===== config.mk =====
export PLATFORM = sky130hd
export DESIGN_NAME = fsc_station_config
export DESIGN_NICKNAME = d
export VERILOG_FILES = /design/src/hw/fsc_pkg.sv /design/src/hw/fsc_station_config.sv
export VERILOG_INCLUDE_DIRS = /design/src /design/src/hw
export SDC_FILE = /design/constraint.sdc
export NUM_CORES = 1
export LEC_CHECK = 0
export BUFFER_PORTS_ARGS = -buffer_cell sky130_fd_sc_hd__buf_2
export CAP_MARGIN = 10
export CORE_ASPECT_RATIO = 0.7
export CORE_MARGIN = 2
export CORE_UTILIZATION = 36
export DETAILED_ROUTE_END_ITERATION = 10
export GPL_TIMING_DRIVEN = 1
export PLACE_DENSITY = 0.63
export RECOVER_POWER = 100
export SLEW_MARGIN = 20
export SYNTH_ARGS = -nofsm -noshare
export SYNTH_HDL_FRONTEND = slang
export SYNTH_SLANG_ARGS = --single-unit

===== constraint.sdc =====
create_clock -name i_clock -period 4.1 [get_ports i_clock]
set_input_delay 0.82 -clock i_clock [delete_from_list [all_inputs] [get_ports i_clock]]
set_output_delay 0.82 -clock i_clock [all_outputs]
set_load 0.02 [all_outputs]

===== src/hw/fsc_params.svh =====
// Offsets, field positions, reset values and timing counts of the station block
`ifndef FSC_PARAMS_SVH
`define FSC_PARAMS_SVH

// Register byte offsets
`define FSC_REG_CONFIG    8'h00
`define FSC_REG_LIVE      8'h04
`define FSC_REG_STATUS    8'h08
`define FSC_REG_CLEAR     8'h0C
`define FSC_REG_ENABLE    8'h10
`define FSC_REG_XFER      8'h14
`define FSC_REG_TXDATA    8'h18
`define FSC_REG_RXDATA    8'h1C

// Status / enable bit positions
`define FSC_EV_SWCHG      0
`define FSC_EV_CLIP       1
`define FSC_EV_BADBLK     2
`define FSC_EV_RXBYTE     3
`define FSC_EV_RXERR      4
`define FSC_EV_TXDONE     5
`define FSC_EV_W          6

// Transfer request fields
`define FSC_XF_CH1ONLY    8
`define FSC_XF_FAM_DEF    9
`define FSC_XF_FAM_BLK    10

// Reset values and bus response codes
`define FSC_ENABLE_RST    6'h00
`define FSC_RESP_OKAY     2'h0
`define FSC_RESP_DECERR   2'h3

// Switch limits and fixed figures
`define FSC_STATION_MIN   8'h01
`define FSC_STATION_MAX   8'h40
`define FSC_DIGIT_MAX     4'h9
`define FSC_RATE_MAX      4'h4
`define FSC_STATIONS      8'h04
`define FSC_BLK_MAX       8'h07

// Timing: clock, serial rate, flash interval and start-up hold-off
`define FSC_CLK_HZ        125000000
`define FSC_BAUD          38400
`define FSC_BIT_CYC       (`FSC_CLK_HZ / `FSC_BAUD)
`define FSC_FLASH_MS      400
`define FSC_FLASH_CYC     ((`FSC_CLK_HZ / 1000) * `FSC_FLASH_MS)
`define FSC_INIT_CYC      16

`endif


===== src/hw/fsc_pkg.sv =====
// Types shared by the station configuration block
package fsc_pkg;

    // Raw rotary switch inputs, one nibble per switch
    typedef struct packed {
        logic [3:0] tens;
        logic [3:0] units;
        logic [3:0] rate;
        logic [3:0] ext;
    } fsc_sw_t;

    // Start-up configuration as latched and decoded
    typedef struct packed {
        logic [7:0] station;
        logic [2:0] rate;
        logic [3:0] ways;
        logic       v2;
        logic       station_ok;
        logic       rate_ok;
    } fsc_cfg_t;

    // Start-up sequence
    typedef enum logic [2:0] {
        ST_WAIT  = 3'b001,
        ST_LATCH = 3'b010,
        ST_RUN   = 3'b100
    } fsc_state_t;

endpackage


===== src/hw/fsc_station_config.sv =====
// Fieldbus station configuration, word limits and diagnostic serial port
`timescale 1ns/1ps
`include "fsc_params.svh"
`default_nettype none

module fsc_station_config #(
    parameter int FLASH_CYC = `FSC_FLASH_CYC,
    parameter int INIT_CYC  = `FSC_INIT_CYC
) (
    input  wire logic            i_clock,
    input  wire logic            i_nrst,
    input  wire logic [7:0]      i_awaddr,
    input  wire logic            i_awvalid,
    output logic                 o_awready,
    input  wire logic [31:0]     i_wdata,
    input  wire logic [3:0]      i_wstrb,
    input  wire logic            i_wvalid,
    output logic                 o_wready,
    output logic [1:0]           o_bresp,
    output logic                 o_bvalid,
    input  wire logic            i_bready,
    input  wire logic [7:0]      i_araddr,
    input  wire logic            i_arvalid,
    output logic                 o_arready,
    output logic [31:0]          o_rdata,
    output logic [1:0]           o_rresp,
    output logic                 o_rvalid,
    input  wire logic            i_rready,
    input  wire fsc_pkg::fsc_sw_t i_switches,
    input  wire logic            i_device_fault,
    input  wire logic            i_uart_rx,
    output logic                 o_uart_tx,
    output logic                 o_power_green,
    output logic                 o_power_red,
    output logic                 o_run_green,
    output logic                 o_link_err_red,
    output logic                 o_irq,
    output logic [7:0]           o_station_first,
    output logic [7:0]           o_station_last,
    output logic [7:0]           o_word_grant,
    output logic                 o_word_dual,
    output logic                 o_bit_dual,
    output logic                 o_default_read
);

    localparam int BIT_CYC = `FSC_BIT_CYC;
    localparam int HALF_CYC = BIT_CYC / 2;

    // Counters below are 32 bits; tiny values would break the flash and start-up hold-off
    generate
        if (FLASH_CYC < 2 || INIT_CYC < 1) begin : g_bad_param
            $error("fsc_station_config: FLASH_CYC >= 2, INIT_CYC >= 1");
        end
    endgenerate

    fsc_pkg::fsc_state_t state_r;
    fsc_pkg::fsc_cfg_t   cfg_r;
    fsc_pkg::fsc_sw_t    latched_r;
    logic [31:0] init_cnt_r;
    logic        sw_changed_r;
    logic        mismatch;
    logic        init_done;
    logic        cfg_ok;
    logic [31:0] flash_cnt_r;
    logic        flash_r;
    logic [`FSC_EV_W-1:0] status_r;
    logic [`FSC_EV_W-1:0] enable_r;
    logic [`FSC_EV_W-1:0] events;
    logic [`FSC_EV_W-1:0] clear_mask;
    logic        aw_held_r;
    logic        w_held_r;
    logic [7:0]  awaddr_r;
    logic [31:0] wdata_r;
    logic [3:0]  wstrb_r;
    logic        wr_go;
    logic        wr_hit;
    logic [10:0] xfer_r;
    logic [7:0]  grant_r;
    logic [7:0]  lim_both;
    logic [7:0]  lim_ch1;
    logic [7:0]  lim;
    logic [10:0] xfer_nxt;
    logic        xfer_wr;
    logic [9:0]  tx_shift_r;
    logic [3:0]  tx_bits_r;
    logic [31:0] tx_div_r;
    logic        tx_busy;
    logic        tx_done;
    logic        rx_prev_r;
    logic        rx_busy_r;
    logic [3:0]  rx_bits_r;
    logic [31:0] rx_div_r;
    logic [8:0]  rx_shift_r;
    logic [7:0]  rx_data_r;
    logic        rx_byte;
    logic        rx_err;
    logic [31:0] rd_word;
    logic        rd_hit;

    // Start-up: hold off INIT_CYC cycles, latch once, then run until reset
    always_ff @(posedge i_clock or negedge i_nrst) begin
        if (!i_nrst) begin
            state_r    <= fsc_pkg::ST_WAIT;
            init_cnt_r <= 32'h0000_0000;
        end else begin
            case (state_r)
                fsc_pkg::ST_WAIT: begin
                    init_cnt_r <= init_cnt_r + 32'h0000_0001;
                    if (init_cnt_r >= 32'(INIT_CYC - 1)) begin
                        state_r <= fsc_pkg::ST_LATCH;
                    end
                end
                fsc_pkg::ST_LATCH: state_r <= fsc_pkg::ST_RUN;
                fsc_pkg::ST_RUN:   state_r <= fsc_pkg::ST_RUN;
                default:           state_r <= fsc_pkg::ST_WAIT;
            endcase
        end
    end

    // Switch capture is clocked, so reset itself only loads constants
    always_ff @(posedge i_clock or negedge i_nrst) begin
        if (!i_nrst) begin
            latched_r <= '0;
            cfg_r     <= '0;
        end else if (state_r == fsc_pkg::ST_LATCH) begin
            latched_r <= i_switches;
            cfg_r.station <= 8'({4'h0, i_switches.tens} * 8'h0A)
                           + {4'h0, i_switches.units};
            cfg_r.station_ok <= (i_switches.tens <= `FSC_DIGIT_MAX)
                && (i_switches.units <= `FSC_DIGIT_MAX)
                && (8'({4'h0, i_switches.tens} * 8'h0A)
                    + {4'h0, i_switches.units} >= `FSC_STATION_MIN)
                && (8'({4'h0, i_switches.tens} * 8'h0A)
                    + {4'h0, i_switches.units} <= `FSC_STATION_MAX);
            cfg_r.rate    <= i_switches.rate[2:0];
            cfg_r.rate_ok <= (i_switches.rate <= `FSC_RATE_MAX);
            case (i_switches.ext)
                4'h1, 4'h2, 4'h4, 4'h8: begin
                    cfg_r.v2   <= 1'b1;
                    cfg_r.ways <= i_switches.ext;
                end
                default: begin
                    cfg_r.v2   <= 1'b0;
                    cfg_r.ways <= 4'h1;
                end
            endcase
        end
    end

    assign init_done = (state_r == fsc_pkg::ST_RUN);
    assign cfg_ok    = cfg_r.station_ok && cfg_r.rate_ok;

    assign mismatch = init_done
        && ({i_switches.tens, i_switches.units, i_switches.rate}
            != {latched_r.tens, latched_r.units, latched_r.rate});

    always_ff @(posedge i_clock or negedge i_nrst) begin
        if (!i_nrst) begin
            sw_changed_r <= 1'b0;
        end else if (mismatch) begin
            sw_changed_r <= 1'b1;
        end
    end

    // Free-running 0.4 s phase for the error flash
    always_ff @(posedge i_clock or negedge i_nrst) begin
        if (!i_nrst) begin
            flash_cnt_r <= 32'h0000_0000;
            flash_r     <= 1'b0;
        end else if (flash_cnt_r >= 32'(FLASH_CYC - 1)) begin
            flash_cnt_r <= 32'h0000_0000;
            flash_r     <= ~flash_r;
        end else begin
            flash_cnt_r <= flash_cnt_r + 32'h0000_0001;
        end
    end

    // Indicators are registered so they never glitch
    always_ff @(posedge i_clock or negedge i_nrst) begin
        if (!i_nrst) begin
            o_power_green  <= 1'b0;
            o_power_red    <= 1'b1;
            o_run_green    <= 1'b0;
            o_link_err_red <= 1'b0;
        end else begin
            o_power_green <= init_done && !i_device_fault;
            o_power_red   <= !(init_done && !i_device_fault);
            o_run_green <= init_done && cfg_ok;
            if (init_done && !cfg_ok) begin
                o_link_err_red <= 1'b1;
            end else if (init_done && sw_changed_r) begin
                o_link_err_red <= flash_r;
            end else begin
                o_link_err_red <= 1'b0;
            end
        end
    end

    // Station slots follow the latched number; bit areas always carry both channels
    always_ff @(posedge i_clock or negedge i_nrst) begin
        if (!i_nrst) begin
            o_station_first <= 8'h00;
            o_station_last  <= 8'h00;
            o_bit_dual      <= 1'b0;
        end else begin
            o_station_first <= cfg_r.station;
            o_station_last  <= cfg_r.station + `FSC_STATIONS - 8'h01;
            o_bit_dual <= 1'b1;
        end
    end

    // AXI4-Lite write: address and data accepted in either order
    assign o_awready = !aw_held_r && !o_bvalid;
    assign o_wready  = !w_held_r && !o_bvalid;
    assign wr_go     = aw_held_r && w_held_r && !o_bvalid;

    always_ff @(posedge i_clock or negedge i_nrst) begin
        if (!i_nrst) begin
            aw_held_r <= 1'b0;
            w_held_r  <= 1'b0;
            awaddr_r  <= 8'h00;
            wdata_r   <= 32'h0000_0000;
            wstrb_r   <= 4'h0;
            o_bvalid  <= 1'b0;
            o_bresp   <= `FSC_RESP_OKAY;
        end else begin
            if (i_awvalid && o_awready) begin
                aw_held_r <= 1'b1;
                awaddr_r  <= i_awaddr;
            end
            if (i_wvalid && o_wready) begin
                w_held_r <= 1'b1;
                wdata_r  <= i_wdata;
                wstrb_r  <= i_wstrb;
            end
            if (wr_go) begin
                aw_held_r <= 1'b0;
                w_held_r  <= 1'b0;
                o_bvalid  <= 1'b1;
                o_bresp   <= wr_hit ? `FSC_RESP_OKAY : `FSC_RESP_DECERR;
            end else if (o_bvalid && i_bready) begin
                o_bvalid <= 1'b0;
            end
        end
    end

    assign wr_hit = (awaddr_r == `FSC_REG_CLEAR)
        || (awaddr_r == `FSC_REG_ENABLE) || (awaddr_r == `FSC_REG_XFER)
        || (awaddr_r == `FSC_REG_TXDATA);

    always_comb begin
        xfer_nxt = xfer_r;
        if (wstrb_r[0]) begin
            xfer_nxt[7:0] = wdata_r[7:0];
        end
        if (wstrb_r[1]) begin
            xfer_nxt[10:8] = wdata_r[10:8];
        end
    end
    assign xfer_wr = wr_go && (awaddr_r == `FSC_REG_XFER)
        && (wstrb_r[1:0] != 2'b00);

    assign lim_both = {2'b00, cfg_r.ways, 2'b00} - 8'h01;
    assign lim_ch1  = {1'b0, cfg_r.ways, 3'b000} - 8'h01;
    assign lim = xfer_nxt[`FSC_XF_CH1ONLY] ? lim_ch1 : lim_both;

    // Granted count may be smaller than asked, never larger
    always_ff @(posedge i_clock or negedge i_nrst) begin
        if (!i_nrst) begin
            xfer_r         <= 11'h000;
            grant_r        <= 8'h00;
            o_default_read <= 1'b0;
        end else if (xfer_wr) begin
            xfer_r  <= xfer_nxt;
            grant_r <= (xfer_nxt[7:0] > lim) ? lim : xfer_nxt[7:0];
            o_default_read <= xfer_nxt[`FSC_XF_FAM_DEF]
                && (xfer_nxt[7:0] == 8'h00);
        end
    end
    assign o_word_grant = grant_r;
    assign o_word_dual  = !xfer_r[`FSC_XF_CH1ONLY];

    // Event sources; set beats clear in the same cycle
    always_comb begin
        events = '0;
        events[`FSC_EV_SWCHG] = mismatch && !sw_changed_r;
        events[`FSC_EV_CLIP]  = xfer_wr && (xfer_nxt[7:0] > lim);
        events[`FSC_EV_BADBLK] = xfer_wr && xfer_nxt[`FSC_XF_FAM_BLK]
            && (xfer_nxt[0] || (xfer_nxt[7:0] > `FSC_BLK_MAX));
        events[`FSC_EV_RXBYTE] = rx_byte;
        events[`FSC_EV_RXERR]  = rx_err;
        events[`FSC_EV_TXDONE] = tx_done;
    end
    assign clear_mask = (wr_go && awaddr_r == `FSC_REG_CLEAR && wstrb_r[0])
        ? wdata_r[`FSC_EV_W-1:0] : '0;

    always_ff @(posedge i_clock or negedge i_nrst) begin
        if (!i_nrst) begin
            status_r <= '0;
            enable_r <= `FSC_ENABLE_RST;
        end else begin
            status_r <= (status_r & ~clear_mask) | events;
            if (wr_go && awaddr_r == `FSC_REG_ENABLE && wstrb_r[0]) begin
                enable_r <= wdata_r[`FSC_EV_W-1:0];
            end
        end
    end
    assign o_irq = |(status_r & enable_r);

    assign tx_busy = (tx_bits_r != 4'h0);
    assign tx_done = tx_busy && (tx_bits_r == 4'h1)
        && (tx_div_r >= 32'(BIT_CYC - 1));

    always_ff @(posedge i_clock or negedge i_nrst) begin
        if (!i_nrst) begin
            tx_shift_r <= 10'h3FF;
            tx_bits_r  <= 4'h0;
            tx_div_r   <= 32'h0000_0000;
        end else if (!tx_busy) begin
            // A write while busy is dropped; software polls the busy bit
            if (wr_go && awaddr_r == `FSC_REG_TXDATA && wstrb_r[0]) begin
                tx_shift_r <= {1'b1, wdata_r[7:0], 1'b0};
                tx_bits_r  <= 4'hA;
                tx_div_r   <= 32'h0000_0000;
            end
        end else if (tx_div_r >= 32'(BIT_CYC - 1)) begin
            tx_div_r   <= 32'h0000_0000;
            tx_shift_r <= {1'b1, tx_shift_r[9:1]};
            tx_bits_r  <= tx_bits_r - 4'h1;
        end else begin
            tx_div_r <= tx_div_r + 32'h0000_0001;
        end
    end
    assign o_uart_tx = tx_shift_r[0];

    // receiver samples mid-bit after start edge
    assign rx_byte = rx_busy_r && (rx_bits_r == 4'h0)
        && (rx_div_r == 32'h0000_0000) && i_uart_rx;
    assign rx_err  = rx_busy_r && (rx_bits_r == 4'h0)
        && (rx_div_r == 32'h0000_0000) && !i_uart_rx;

    always_ff @(posedge i_clock or negedge i_nrst) begin
        if (!i_nrst) begin
            rx_prev_r  <= 1'b1;
            rx_busy_r  <= 1'b0;
            rx_bits_r  <= 4'h0;
            rx_div_r   <= 32'h0000_0000;
            rx_shift_r <= 9'h000;
            rx_data_r  <= 8'h00;
        end else begin
            rx_prev_r <= i_uart_rx;
            if (!rx_busy_r) begin
                if (rx_prev_r && !i_uart_rx) begin
                    rx_busy_r <= 1'b1;
                    rx_bits_r <= 4'h8;
                    rx_div_r  <= 32'(HALF_CYC + BIT_CYC - 1);
                end
            end else if (rx_div_r != 32'h0000_0000) begin
                rx_div_r <= rx_div_r - 32'h0000_0001;
            end else if (rx_bits_r != 4'h0) begin
                rx_shift_r <= {i_uart_rx, rx_shift_r[8:1]};
                rx_bits_r  <= rx_bits_r - 4'h1;
                rx_div_r   <= 32'(BIT_CYC - 1);
            end else begin
                // Stop bit sampled; byte kept only if framing holds
                rx_busy_r <= 1'b0;
                if (i_uart_rx) begin
                    rx_data_r <= rx_shift_r[8:1];
                end
            end
        end
    end

    // Read data selection
    always_comb begin
        rd_hit  = 1'b1;
        rd_word = 32'h0000_0000;
        case (i_araddr)
            `FSC_REG_CONFIG: rd_word = {12'h000, init_done, cfg_r.rate_ok,
                cfg_r.station_ok, cfg_r.v2, cfg_r.ways, 1'b0, cfg_r.rate,
                cfg_r.station};
            `FSC_REG_LIVE:   rd_word = {16'h0000, i_switches};
            `FSC_REG_STATUS: rd_word = {26'h000_0000, status_r};
            `FSC_REG_CLEAR:  rd_word = 32'h0000_0000;
            `FSC_REG_ENABLE: rd_word = {26'h000_0000, enable_r};
            `FSC_REG_XFER:   rd_word = {8'h00, grant_r, 5'h00, xfer_r};
            `FSC_REG_TXDATA: rd_word = {23'h00_0000, tx_busy, 8'h00};
            `FSC_REG_RXDATA: rd_word = {24'h00_0000, rx_data_r};
            default:         rd_hit  = 1'b0;
        endcase
    end

    // AXI4-Lite read: one cycle from address to data
    assign o_arready = !o_rvalid;
    always_ff @(posedge i_clock or negedge i_nrst) begin
        if (!i_nrst) begin
            o_rvalid <= 1'b0;
            o_rdata  <= 32'h0000_0000;
            o_rresp  <= `FSC_RESP_OKAY;
        end else if (i_arvalid && o_arready) begin
            o_rvalid <= 1'b1;
            o_rdata  <= rd_word;
            o_rresp  <= rd_hit ? `FSC_RESP_OKAY : `FSC_RESP_DECERR;
        end else if (o_rvalid && i_rready) begin
            o_rvalid <= 1'b0;
        end
    end

endmodule // fsc_station_config

`default_nettype wire


==> metrics <==
setup slack after layout 0.665 ns; post-DP HPWL 23,500 um; Post-synth EDFFs 0; RSZ-0062 raised after global routing no; drt wl/cell 16.2 um; maximum clock frequency 291 MHz; crit end category flip-flop; Starting Density 0.367; power per cell area 487 mW/mm^2; Setup Fix Bufs, Post-CTS 0; WHS 0.407 ns; initial antenna violation count 2; Final ANT Viol Nets 0; R2R Path Start wstrb_r[1]; Ys Warns 0; die area 0.0410 mm^2; Period minus WS final 3.43 ns; HP Class input pin to flip-flop; Rows 60; clock sinks 298; vias in the first global route 10,100; Peak VDD IR 0.304 mV; max-cap check violation count 1; GRT overflow 0; post-synthesis async set-or-reset flop share 1.00; Yosys top cell area share 0.505; number of buffers added on ports 119; DIE HEIGHT 170 um; layout cell share with drive strength beyond 1 0.120; largest net degree at the start of global routing 109; post-synth top area cell dfrtp_1; placed cell areas 0.0153 mm^2; synthesized flop and latch total 298; critical setup path kind flip-flop to flip-flop; CP Launch Type flip-flop; Post-synth top cells dfrtp_1 (286), nand2_1 (188), nor2_1 (120); register area share after synthesis 0.527; cell area after layout 0.0162 mm^2; DR iter-0 viols 859; Final Hold Fails 0; reg2reg path depth 10; CP Data Required Time 4.55 ns; Final nets 1,610; Hold Crit Depth 1; Gate Count Post-Synth 1,387; fill cell count 3,780; vias after detailed routing 10,600; Initial DRT Pass Iterations 5; clock-pin slew on the worst setup and hold paths 0.07 ns; predominant post-synthesis flop cell dfrtp_1; # IOs 151; RePlAce Congestion 0.829; post-cts sizing count 0; Area Growth Syn to Fin 14.4%; Worst Tran Pin Value 2.77 ns; Final Slew Violations 108; # hold bufs at CTS 0; Yosys cell types 80; DRC viols 0; worst slack at placement 0.934 ns; synthesized area 0.0142 mm^2; GRT Resource Usage Total 0.164; setup_tns 0 ns; vias per cell 5.14; area of the multi-input gates 0.00626 mm^2; CP Max Fanout 13; LEAKAGE 7.05 nW; final clock skew 0.00568 ns; CORE AREA 0.0386 mm^2; flop2flop setup slack 0.67 ns; post-synthesis area per instance 10.2 um^2; die width 241 um; RR Endpoint o_word_grant[2]; setup violators final 0; Synth area leaders dfrtp_1 (51%), nand2_1 (5.0%), mux2_2 (3.7%); Total Wirelength 33,500 um; CTS Buffer Depth 3; worst skew pair latency 0.56 ns; hold path start i_uart_rx; final core utilization 0.420; Root Driver clkbuf_16; most frequent cell after synthesis dfrtp_1; CTS tree done; period utilisation layout 0.838; failing checks max-capacitance violations, max-slew violations; status finished with violations; CTS H-tree depth 1; area taken by flip-flops and latches 0.00747 mm^2; worst hold path endpoint rx_prev_r; Worst Path Arrival 3.88 ns; Rel. slew slack -0.845; first-pass GRT wire length 54,700 um; CTS Buf Count 30
how the worst max path moves through the flow:
stage / end / depth (start not counted) / slack, ns / startpoint
4_1_cts: o_word_grant[2] / 10 / 0.91 / wstrb_r[1]
3_3_place_gp: o_word_grant[2] / 10 / 0.99 / wstrb_r[1]
6_report: o_word_grant[2] / 10 / 0.67 / wstrb_r[1]
3_5_place_dp: o_word_grant[2] / 10 / 0.93 / wstrb_r[1]
5_1_grt: o_word_grant[2] / 10 / 0.48 / wstrb_r[1]
2_1_floorplan: o_word_grant[5] / 11 / 1.05 / wstrb_r[1]
area by class of cell:
| class | count | area share |
|---|---|---|
| clock inverter | 8 | 0.00757 |
| timing repair buffer | 139 | 0.0391 |
| inverter | 34 | 0.00788 |
| tap | 527 | 0.0407 |
| clock buffer | 48 | 0.0567 |
| multi-input combinational | 1004 | 0.387 |
| sequential | 298 | 0.461 |
| antenna | 2 | 0.000309 |
cells by family after synthesis:
| kind of cell | count (synthesis) | synth area share |
|---|---|---|
| AOI/OAI and AO/OA | 258 | 0.115 |
| and+or+nand+nor | 543 | 0.188 |
| other | 2 | 0.000530 |
| buffers and inverters | 98 | 0.0314 |
| xor gates and xnor gates | 85 | 0.0526 |
| adders and majority gates | 26 | 0.0240 |
| muxes | 77 | 0.0602 |
| DFF | 298 | 0.527 |
sequential cells by signal, indices dropped and copies added, names as in the netlist, 11 cells and up:
signal and flops:
cfg_r 17, flash_cnt_r 32, init_cnt_r 32, o_rdata 24, rx_div_r 32, tx_div_r 32
wdata_r 11, xfer_r 11
placed cells by master (no fill, tap or decap), types with 9 or more instances in the layout:
master,synthesis,routed
dfrtp_1,286,286
nor2b_1,9,9
nand2_1,188,188
a221oi_1,14,14
a22oi_1,13,13
nand2b_1,12,12
nor4_1,24,23
and2_1,33,13
conb_1,2,15
ha_1,24,24
mux2_1,8,12
nor3_1,24,24
and4_1,10,10
xnor2_1,41,41
nand4_1,19,19
clkbuf_16,0,31
and3_1,20,20
dfstp_2,12,11
and2_0,0,20
a31oi_1,24,24
clkbuf_1,42,84
nand3_1,48,48
o21ai_0,75,90
nor2_1,120,120
mux2i_1,20,20
a21oi_1,45,45
xor2_1,44,44
buf_2,4,50
o21ai_1,26,11
mux2_2,46,45
inv_1,33,34
layer usage:
| layer | vias up | wire length (um) | global-route usage |
|---|---|---|---|
| li1 | 5139 | - | - |
| met1 | 5157 | 16700 | 0.243 |
| met2 | 254 | 14200 | 0.248 |
| met3 | 42 | 1920 | 0.0328 |
| met4 | 0 | 651 | 0.0360 |
| met5 | - | 0 | 0 |
per-stage QoR:
step / std cells / power, W
after global placement: 2002 / 0.00506
after CTS: 2058 / 0.00801
after detailed placement: 2002 / 0.00511
final: 2060 / 0.00789
after floorplan: 1400 / 0.00458
after global routing: 2059 / 0.00829
worst max-delay path: stages, from the launching register on:
cell and delay (ns):
dfrtp_1 0.49, mux2i_1 0.22, clkbuf_1 0.35, mux2i_1 0.24, o22ai_1 0.10, a21oi_1 0.23, ha_1 0.16, nand3_1 0.10
o41ai_2 0.98, mux2i_1 0.17, mux2_2 0.30
power by group:
group	internal (W)	leakage [nW]	switching [W]
logic	0.000554	2.76	0.000849
clock network	0.00172	0.501	0.00115
registers	0.00327	3.79	0.000353
total	0.00554	7.05	0.00235
No activity file was read; power rests on OpenSTA's default activity.
